[config.mk]
export PLATFORM = sky130hd
export DESIGN_NAME = ext_pin_change_irq
export DESIGN_NICKNAME = d
export VERILOG_FILES = /design/src/ext_pin_change_irq.v
export VERILOG_INCLUDE_DIRS = /design/src
export SDC_FILE = /design/constraint.sdc
export NUM_CORES = 1
export LEC_CHECK = 0
export ABC_AREA = 0
export BUFFER_PORTS_ARGS = -buffer_cell sky130_fd_sc_hd__buf_2
export CAP_MARGIN = 10
export CORE_ASPECT_RATIO = 0.5
export CORE_UTILIZATION = 40
export DETAILED_ROUTE_END_ITERATION = 10
export PLACE_DENSITY_LB_ADDON = 0.1
export SLEW_MARGIN = 10
export SYNTH_ARGS = -nofsm -noshare
export SYNTH_HDL_FRONTEND = slang
export SYNTH_SLANG_ARGS = --single-unit
[constraint.sdc]
create_clock -name aclk -period 2.11 [get_ports aclk]
set_clock_uncertainty 0.1 [all_clocks]
set_input_delay 0.3165 -clock aclk [delete_from_list [all_inputs] [get_ports aclk]]
set_output_delay 0.3165 -clock aclk [all_outputs]
set_load 0.01 [all_outputs]
[src/irq_sense_defs.vh]
// Constants for the external and pin-change interrupt sensing block.
// Assumes a 32-bit AXI4-Lite register bus and one 25 MHz clock.
`ifndef IRQ_SENSE_DEFS_VH
`define IRQ_SENSE_DEFS_VH

// Register byte offsets. Printed offset is 0x35, not a multiple of four, so index times four.
`define MCU_CONTROL_IDX      8'h35
`define MCU_CONTROL_ADDR     12'h0D4
`define IRQ_CONTROL_ADDR     12'h000
`define IRQ_STATUS_ADDR      12'h004
`define ALT_CONTROL_ADDR     12'h008
`define FUSE_ADDR            12'h00C
`define PIN_STATE_ADDR       12'h010

// Field positions of mcu_control.
`define PUD_BIT              6
`define SE_BIT               5
`define SM_HI                4
`define SM_LO                3
`define ISC_HI               1
`define ISC_LO               0
`define MCU_CONTROL_WMASK    8'h7B
`define MCU_CONTROL_RESET    8'h00

// Sense encodings.
`define SENSE_LOW            2'b00
`define SENSE_ANY            2'b01
`define SENSE_FALL           2'b10
`define SENSE_RISE           2'b11

// Fields of irq_control: bit 0 ext enable, bit 1 pin change lo, bit 2 pin change hi.
`define EN_EXT_BIT           0
`define EN_PC_LO_BIT         1
`define EN_PC_HI_BIT         2
// Fields of irq_status: bit 0 ext flag, bit 1 pin change flag (write one to clear).
`define FLAG_EXT_BIT         0
`define FLAG_PC_BIT          1

// Fields of alt_control.
`define ALT_REF_SEL_BIT      0
`define ALT_CMP_DIS_BIT      1
`define ALT_WM_LO_BIT        2
`define ALT_WM_HI_BIT        3
`define ALT_COMA_LO_BIT      4
`define ALT_COMA_HI_BIT      5
`define ALT_PWMA_BIT         6
`define ALT_COMB_LO_BIT      7
`define ALT_COMB_HI_BIT      8
`define ALT_PWMB_BIT         9
`define ALT_T0CS1_BIT        10
`define ALT_T0CS2_BIT        11
`define ALT_CONTROL_WIDTH    12
`define ALT_CONTROL_RESET    12'h000

// Fuse register: bits 4..0 clock select, bit 5 pll clock, bit 6 reset pin disable.
`define FUSE_WIDTH           7
`define FUSE_RESET           7'h7F
`define FUSE_RSTDIS_BIT      6
`define FUSE_CLK_HI          5
`define FUSE_CLK_LO          0
`define CLK_CRYSTAL_IN_ONLY       5'h10
`define CLK_CRYSTAL_IN_MIN        5'h15
`define CLK_CRYSTAL_OUT_MIN        5'h19

// External interrupt pin is port B pin 6 in the 16-bit pin vector {pa, pb}.
`define EXT_PIN_IDX          6
`define AXI_OKAY             2'b00
`define AXI_SLVERR           2'b10

`endif

[src/ext_pin_change_irq.v]
// External interrupt and pin-change interrupt sensing with mcu_control register.
// Assumes pins are asynchronous to aclk; CPU acknowledges by one-cycle pulses.
//
// Functional notes
// - External request works with pin as output.
// - External pin sensed on four selectable conditions.
// - Sense codes low, change, falling, rising.
// - Low level keeps requesting while pin low.
// - Pin change on port B, PA3, PA6, PA7.
// - High enable gates upper group, low lower.
// - Clear pin change enable keeps pin change flag from setting; the ext flag sets regardless of its enable.
// - Alternate function pins excluded from pin change.
// - Reference, comparator, compare, crystal, timer, reset mask.
// - PB0/PB2 masked by serial modes or compare.
// - Masking conditions combine by logical OR.
// - PB0 suppressed by serial modes or compare.
// - Pin change works with pin as output.
// - One event may raise several requests.
// - Pull-up disable turns off every pull-up.
// - Sleep entered only while sleep enable set.
// - Sleep mode select picks one of four.
// - Reserved mcu_control bits read zero.
// - mcu_control resets to zero.
// - Pin change flag cleared by ack or write-one.
//
// The AXI4-Lite slave port is this design's own decision.
`include "irq_sense_defs.vh"
`timescale 1ns/1ps
`default_nettype none

module ext_pin_change_irq (
    input  wire        aclk,
    input  wire        aresetn,
    input  wire [11:0] s_axi_awaddr,
    input  wire        s_axi_awvalid,
    output reg         s_axi_awready,
    input  wire [31:0] s_axi_wdata,
    input  wire [3:0]  s_axi_wstrb,
    input  wire        s_axi_wvalid,
    output reg         s_axi_wready,
    output reg  [1:0]  s_axi_bresp,
    output reg         s_axi_bvalid,
    input  wire        s_axi_bready,
    input  wire [11:0] s_axi_araddr,
    input  wire        s_axi_arvalid,
    output reg         s_axi_arready,
    output reg  [31:0] s_axi_rdata,
    output reg  [1:0]  s_axi_rresp,
    output reg         s_axi_rvalid,
    input  wire        s_axi_rready,
    input  wire [7:0]  port_a_pins,
    input  wire [7:0]  port_b_pins,
    input  wire        sleep_instr,
    input  wire        ext_irq_ack,
    input  wire        pin_change_ack,
    output reg         ext_irq_request,
    output reg         pin_change_request,
    output reg         pullups_disabled,
    output reg         sleep_entry,
    output reg  [1:0]  sleep_mode
);

    // ************************************************************
    // Registers and synchronisers
    // ************************************************************
    reg  [7:0]  mcu_control_reg;
    reg  [2:0]  irq_control_reg;
    reg         ext_flag_reg;
    reg         pc_flag_reg;
    reg  [11:0] alt_control_reg;
    reg  [6:0]  fuse_reg;
    reg  [15:0] sync1_reg;
    reg  [15:0] sync2_reg;
    reg  [15:0] prev_reg;
    reg  [11:0] aw_addr_reg;
    reg         aw_have_reg;
    reg  [31:0] w_data_reg;
    reg  [3:0]  w_strb_reg;
    reg         w_have_reg;

    function is_addr;
        input [11:0] a;
        input [11:0] r;
        begin
            is_addr = (a[11:2] == r[11:2]);
        end
    endfunction

    // two flip-flops then compare with previous sample.
    always @(posedge aclk) begin
        if (!aresetn) begin
            sync1_reg <= 16'h0000;
            sync2_reg <= 16'h0000;
            prev_reg  <= 16'h0000;
        end else begin
            sync1_reg <= {port_a_pins, port_b_pins};
            sync2_reg <= sync1_reg;
            prev_reg  <= sync2_reg;
        end
    end

    // ************************************************************
    // Alternate function masking
    // ************************************************************
    wire [15:0] changed = sync2_reg ^ prev_reg;
    wire [1:0]  sense   = mcu_control_reg[`ISC_HI:`ISC_LO];
    // The crystal conditions treat the pll fuse and the four low clock select bits as one five-bit code.
    wire [4:0]  clk_sel = {fuse_reg[`FUSE_CLK_HI], fuse_reg[`FUSE_CLK_HI-2:`FUSE_CLK_LO]};
    wire [1:0]  wm      = {alt_control_reg[`ALT_WM_HI_BIT], alt_control_reg[`ALT_WM_LO_BIT]};
    wire [2:0]  coma    = {alt_control_reg[`ALT_COMA_HI_BIT], alt_control_reg[`ALT_COMA_LO_BIT],
                           alt_control_reg[`ALT_PWMA_BIT]};
    wire [2:0]  comb    = {alt_control_reg[`ALT_COMB_HI_BIT], alt_control_reg[`ALT_COMB_LO_BIT],
                           alt_control_reg[`ALT_PWMB_BIT]};
    wire        wire2   = wm[1];
    wire        wire3   = (wm == 2'b01);
    wire [15:0] alt_mask;
    // Each term is an independent alternate-function condition.
    assign alt_mask[0]  = wire2 | wire3 | (coma == 3'b011);
    assign alt_mask[1]  = wire3 | alt_control_reg[`ALT_COMA_HI_BIT] | alt_control_reg[`ALT_COMA_LO_BIT];
    assign alt_mask[2]  = wire2 | wire3 | (comb == 3'b011);
    assign alt_mask[3]  = alt_control_reg[`ALT_COMB_HI_BIT] | alt_control_reg[`ALT_COMB_LO_BIT];
    assign alt_mask[4]  = (clk_sel == `CLK_CRYSTAL_IN_ONLY) |
                          (clk_sel >= `CLK_CRYSTAL_IN_MIN);
    assign alt_mask[5]  = (clk_sel >= `CLK_CRYSTAL_OUT_MIN);
    assign alt_mask[6]  = (irq_control_reg[`EN_EXT_BIT] & (sense == `SENSE_LOW)) |
                          (alt_control_reg[`ALT_T0CS2_BIT] & alt_control_reg[`ALT_T0CS1_BIT]);
    assign alt_mask[7]  = fuse_reg[`FUSE_RSTDIS_BIT];
    assign alt_mask[10:8]  = 3'b000;
    assign alt_mask[11] = alt_control_reg[`ALT_REF_SEL_BIT];
    assign alt_mask[13:12] = 2'b00;
    assign alt_mask[14] = ~alt_control_reg[`ALT_CMP_DIS_BIT];
    assign alt_mask[15] = ~alt_control_reg[`ALT_CMP_DIS_BIT];

    // Group gates: lower enable covers PB3..0, upper covers PB7..4, PA3, PA6, PA7.
    wire [15:0] group_en = {{2{irq_control_reg[`EN_PC_HI_BIT]}}, 2'b00,
                            irq_control_reg[`EN_PC_HI_BIT], 3'b000,
                            {4{irq_control_reg[`EN_PC_HI_BIT]}},
                            {4{irq_control_reg[`EN_PC_LO_BIT]}}};
    // Pins are sampled regardless of direction, so driven outputs also count.
    wire pc_event = |(changed & group_en & ~alt_mask);

    // ************************************************************
    // External interrupt sense
    // ************************************************************
    reg ext_event;
    always @* begin
        ext_event = 1'b0;
        case (sense)
            `SENSE_LOW:  ext_event = ~sync2_reg[`EXT_PIN_IDX];
            `SENSE_ANY:  ext_event = changed[`EXT_PIN_IDX];
            `SENSE_FALL: ext_event = changed[`EXT_PIN_IDX] & ~sync2_reg[`EXT_PIN_IDX];
            `SENSE_RISE: ext_event = changed[`EXT_PIN_IDX] & sync2_reg[`EXT_PIN_IDX];
            default:     ext_event = 1'b0;
        endcase
    end
    wire ext_level = (sense == `SENSE_LOW);

    // ************************************************************
    // AXI4-Lite slave
    // ************************************************************
    // Decoded only at commit, when both halves of the write are held in the copies.
    wire wr_known = is_addr(aw_addr_reg, `MCU_CONTROL_ADDR) | is_addr(aw_addr_reg, `IRQ_CONTROL_ADDR) |
                    is_addr(aw_addr_reg, `IRQ_STATUS_ADDR) | is_addr(aw_addr_reg, `ALT_CONTROL_ADDR) |
                    is_addr(aw_addr_reg, `FUSE_ADDR);

    reg [31:0] rd_data;
    reg        rd_known;
    always @* begin
        rd_data  = 32'h0000_0000;
        rd_known = 1'b1;
        if (is_addr(s_axi_araddr, `MCU_CONTROL_ADDR))
            rd_data[7:0] = mcu_control_reg & `MCU_CONTROL_WMASK;
        else if (is_addr(s_axi_araddr, `IRQ_CONTROL_ADDR))
            rd_data[2:0] = irq_control_reg;
        else if (is_addr(s_axi_araddr, `IRQ_STATUS_ADDR))
            rd_data[1:0] = {pc_flag_reg, ext_flag_reg};
        else if (is_addr(s_axi_araddr, `ALT_CONTROL_ADDR))
            rd_data[11:0] = alt_control_reg;
        else if (is_addr(s_axi_araddr, `FUSE_ADDR))
            rd_data[6:0] = fuse_reg;
        else if (is_addr(s_axi_araddr, `PIN_STATE_ADDR))
            rd_data[15:0] = sync2_reg;
        else
            rd_known = 1'b0;
    end

    always @(posedge aclk) begin
        if (!aresetn) begin
            s_axi_awready <= 1'b0;
            s_axi_wready  <= 1'b0;
            s_axi_bvalid  <= 1'b0;
            s_axi_bresp   <= `AXI_OKAY;
            s_axi_arready <= 1'b0;
            s_axi_rvalid  <= 1'b0;
            s_axi_rresp   <= `AXI_OKAY;
            s_axi_rdata   <= 32'h0000_0000;
            aw_have_reg   <= 1'b0;
            w_have_reg    <= 1'b0;
            aw_addr_reg   <= 12'h000;
            w_data_reg    <= 32'h0000_0000;
            w_strb_reg    <= 4'h0;
        end else begin
            // Ready is asserted for one cycle when a valid appears, no copy is held and no write response is pending.
            s_axi_awready <= s_axi_awvalid & ~s_axi_awready & ~aw_have_reg & ~s_axi_bvalid;
            s_axi_wready  <= s_axi_wvalid & ~s_axi_wready & ~w_have_reg & ~s_axi_bvalid;
            if (s_axi_awvalid & s_axi_awready) begin
                aw_have_reg <= 1'b1;
                aw_addr_reg <= s_axi_awaddr;
            end
            if (s_axi_wvalid & s_axi_wready) begin
                w_have_reg <= 1'b1;
                w_data_reg <= s_axi_wdata;
                w_strb_reg <= s_axi_wstrb;
            end
            if (aw_have_reg & w_have_reg & ~s_axi_bvalid) begin
                aw_have_reg  <= 1'b0;
                w_have_reg   <= 1'b0;
                s_axi_bvalid <= 1'b1;
                s_axi_bresp  <= wr_known ? `AXI_OKAY : `AXI_SLVERR;
            end else if (s_axi_bvalid & s_axi_bready) begin
                s_axi_bvalid <= 1'b0;
            end
            s_axi_arready <= s_axi_arvalid & ~s_axi_arready & ~s_axi_rvalid;
            if (s_axi_arvalid & s_axi_arready) begin
                s_axi_rvalid <= 1'b1;
                s_axi_rdata  <= rd_data;
                s_axi_rresp  <= rd_known ? `AXI_OKAY : `AXI_SLVERR;
            end else if (s_axi_rvalid & s_axi_rready) begin
                s_axi_rvalid <= 1'b0;
            end
        end
    end

    // ************************************************************
    // Control registers, flags and outputs
    // ************************************************************
    wire commit = aw_have_reg & w_have_reg & ~s_axi_bvalid;
    wire cm_mcu  = commit & w_strb_reg[0] & is_addr(aw_addr_reg, `MCU_CONTROL_ADDR);
    wire cm_ictl = commit & w_strb_reg[0] & is_addr(aw_addr_reg, `IRQ_CONTROL_ADDR);
    wire cm_stat = commit & w_strb_reg[0] & is_addr(aw_addr_reg, `IRQ_STATUS_ADDR);
    wire cm_alt  = commit & is_addr(aw_addr_reg, `ALT_CONTROL_ADDR);
    wire cm_fuse = commit & w_strb_reg[0] & is_addr(aw_addr_reg, `FUSE_ADDR);

    always @(posedge aclk) begin
        if (!aresetn) begin
            mcu_control_reg    <= `MCU_CONTROL_RESET;
            irq_control_reg    <= 3'b000;
            ext_flag_reg       <= 1'b0;
            pc_flag_reg        <= 1'b0;
            alt_control_reg    <= `ALT_CONTROL_RESET;
            fuse_reg           <= `FUSE_RESET;
            ext_irq_request    <= 1'b0;
            pin_change_request <= 1'b0;
            pullups_disabled   <= 1'b0;
            sleep_entry        <= 1'b0;
            sleep_mode         <= 2'b00;
        end else begin
            if (cm_mcu)
                mcu_control_reg <= w_data_reg[7:0] & `MCU_CONTROL_WMASK;
            if (cm_ictl)
                irq_control_reg <= w_data_reg[2:0];
            if (cm_alt)
                alt_control_reg <= w_data_reg[`ALT_CONTROL_WIDTH-1:0];
            if (cm_fuse)
                fuse_reg <= w_data_reg[`FUSE_WIDTH-1:0];
            // Set wins over ack and write-one clear so no event is lost in the clearing cycle.
            if (ext_level)
                ext_flag_reg <= 1'b0;
            else if (ext_event)
                ext_flag_reg <= 1'b1;
            else if (ext_irq_ack | (cm_stat & w_data_reg[`FLAG_EXT_BIT]))
                ext_flag_reg <= 1'b0;
            if (pc_event)
                pc_flag_reg <= 1'b1;
            else if (pin_change_ack | (cm_stat & w_data_reg[`FLAG_PC_BIT]))
                pc_flag_reg <= 1'b0;
            // Level mode requests directly from the pin for as long as it is low.
            ext_irq_request <= irq_control_reg[`EN_EXT_BIT] &
                               (ext_level ? ext_event : (ext_flag_reg | ext_event));
            pin_change_request <= pc_flag_reg | pc_event;
            pullups_disabled   <= mcu_control_reg[`PUD_BIT];
            sleep_entry        <= sleep_instr & mcu_control_reg[`SE_BIT];
            sleep_mode         <= mcu_control_reg[`SM_HI:`SM_LO];
        end
    end

endmodule // ext_pin_change_irq

`default_nettype wire

==> impl_metrics.py <==
metrics = {
    "clocking": {
        "root_buffer": "clkbuf_16",
        "clk_path_buf_depth": 2,
        "htreeDepth": 4,
        "cts_sinks": 127,
        "cts_tree": "yes",
        "cts_buffers": 17,
        "path_clk_slew_ps": 60,
        "clk_latency_ps": 410,
    },
    "hold_path": {
        "hp-class": "input pin to flip-flop",
        "min_from": "port_b_pins[2]",
    },
    "timing": {
        "finalSetupTns_ps": 0,
        "drv_slew": 0,
        "max_slew_margin_pct": 49.02,
        "timing.final.ws_setup_ps": 45.45,
        "setup_viol": 0,
        "rsz0062_at_grt": "true",
        "tightest_slew_ps": 764.3,
        "post-route-min-period_ps": 2065,
        "timing.fmax_mhz": 484.4,
        "min_period_over_period_pct": 97.85,
        "finalHoldViolCount": 0,
        "holdWs_ps": 16.08,
    },
    "critical_path": {
        "path_class": "flip-flop to flip-flop",
        "crit_arrival_ps": 2250,
        "required_ps": 2300,
        "slowest_delay_ps": 530,
        "cpMaxStageDelayCell": "or4_4",
        "startpoint": "aw_addr_reg[8]",
        "crit_chain": "or4_4 -> buf_4 -> nor4_1 -> buf_4 -> a311oi_1 -> o21ai_0 -> a21boi_0",
        "startpoint_type": "flip-flop",
        "crit_top_cell": "buf_4",
        "critPathMaxFanout": 5,
        "end_kind": "flip-flop",
        "r2r-start": "aw_addr_reg[8]",
    },
    "floorplan": {
        "pin_count": 133,
        "dieArea_sq_mm": 0.01335,
        "core_sq_mm": 0.01216,
        "fp.dieW_um": 162.4,
        "start_util_pct": 42.34,
        "die-height_um": 82.22,
        "fp-row-count": 28,
    },
    "logic_synthesis": {
        "ys_types": 56,
        "synth_edf_count": 0,
        "synth_seq_area_share_pct": 49.39,
        "synthCells": 549,
        "synthArstFlopShare_pct": 0,
        "avgSynthCellArea_sq_um": 9.376,
        "synthFlopType": "dfxtp_1",
        "yosysWarnings": 0,
        "synth_seq_cells": 127,
        "synth_area_sq_mm": 0.005147,
    },
    "routing": {
        "routedWlPerCell_um": 15.14,
        "vias": 4077,
        "routed_wl_mm": 12.52,
        "drtIter0Drc": 282,
        "drc": 0,
        "dr.pass1.iters": 4,
        "drt-vias-per-instance": 4.930,
        "ant_nets": 0,
    },
    "global_routing": {
        "grt_start_max_net_pins": 123,
        "grt-ovfl-total": 0,
        "grt_usage_pct": 19.60,
        "grt_pass1_wl_mm": 19.49,
        "antenna_found_initial": 2,
        "grt_pass1_vias": 3528,
    },
    "finish": {
        "nets": 735,
        "stdcell_area_sq_mm": 0.006409,
        "layout-drive-gt1-share_pct": 21.90,
        "final_cell_mix": "dfxtp_1, buf_2, nand2_1, and2_1, a21boi_0",
        "multiInputGateArea_sq_mm": 0.002414,
        "final_common_cell": "dfxtp_1",
        "antenna_cells": 0,
        "fin_util_pct": 52.72,
        "seq_area_sq_mm": 0.002544,
        "fillers": 1144,
        "syn_to_final_growth_pct": 24.50,
    },
    "power_and_ir_drop": {
        "p_sw_share_pct": 23.13,
        "seqPwrFrac_pct": 44.9,
        "power_density_mw_per_mm2": 867.5,
        "comb_power_share_pct": 5.3,
        "ir_worst_vdd_mv": 0.3419,
        "netSwitchingPower_uw": 1286,
        "internal-power_uw": 4274,
        "power_frac_clock_pct": 49.8,
        "p_leak_uw": 0.002562,
    },
    "placement": {
        "port_buffers": 87,
        "place_congestion": 0.8898,
        "place_ws_ps": -21.89,
        "hpwl_mm": 8.704,
        "place_area_sq_mm": 0.005761,
    },
    "flow_run": {
        "max_cap_viol_count": 0,
    },
    "status": {
        "status": "completed",
    },
}
## kinds of logic after synthesis
family,after synthesis,synth area share (%)
compound gates,93,12.74
xor+xnor,10,1.702
buf+inv,48,4.959
flops,127,49.39
mux,29,5.664
other cells,1,0.07285
simple gates,241,25.47
## synth_stat cells, types with 3 or more instances
master       n  area share [%]
dfxtp_1    127              49
nand2_1     82             6.0
and2_1      51             6.2
a21boi_0    32             4.7
mux2i_1     28             5.4
nor2b_1     25             3.0
clkbuf_1    24             1.8
o21ai_0     20             1.9
buf_4       18             2.6
nor2_1      18             1.3
nand2b_1    12             1.5
nand3_1     12             1.2
a21oi_1      9            0.87
nor3_1       9            0.87
xor2_1       7             1.2
a22oi_1      6            0.87
a2bb2oi_1    4            0.68
and3_1       4            0.49
inv_1        4            0.29
nand4_1      4            0.49
or3_1        4            0.49
a211oi_1     3            0.44
xnor2_1      3            0.51
## power groups by stage
stage / Combinational (uW) / Sequential, uW / Clock, uW
2_1_floorplan: 197 / 2540 / 0
3_3_place_gp: 284 / 2550 / 0
3_5_place_dp: 286 / 2550 / 0
4_1_cts: 296 / 2500 / 2840
5_1_grt: 327 / 2500 / 2960
6_report: 294 / 2500 / 2770
## what timing repair did
item	4_1_cts	5_1_grt
hold endpoints to repair	6	0
pin swaps	1	0
buffers inserted	1	1
endpoints found under the setup margin	10	13
hold buffers	6	0
cloned	1	0
resized for setup	0	2
## routing by layer
layer	track usage [%]	part of all wire, %	up-vias	routed length (um)
met5	0	0.10	-	13
met4	6.887	0.81	2	102
met3	5.345	7.2	14	905
met2	25.68	37	144	4663
met1	29.74	55	1870	6833
li1	-	-	2047	-
## layout make-up
type                    count  area share [%]
flip-flops and latches    127           39.69
multi-input cells         391           37.66
repair buffers            108           10.35
clock buffers              19           7.068
well taps                 165           3.221
clock inverters            13           1.777
inverters                   4          0.2343
## stage by stage
step,cells,power (uW)
after floorplan,566,2738
after global placement,787,2831
after detailed placement,787,2834
after CTS,827,5633
after global routing,827,5791
final,827,5560
## critical path: cells and delay by family (launching register included)
kind	cells	cell delay, ps
flip-flops	1	310
AO/OA/AOI/OAI	3	370
buffers and inverters	2	340
AND/OR/NAND/NOR	2	820
## path summary, 6_finish.rpt
kind,to,cells past startpoint,slack (ps)
worst max-delay path,ext_flag_reg,7,50
worst min-delay path,sync1_reg[2],2,20
worst max register to register,ext_flag_reg,7,50
worst min register to register,sync2_reg[12],1,330
Power figures use the tool's default switching activity.
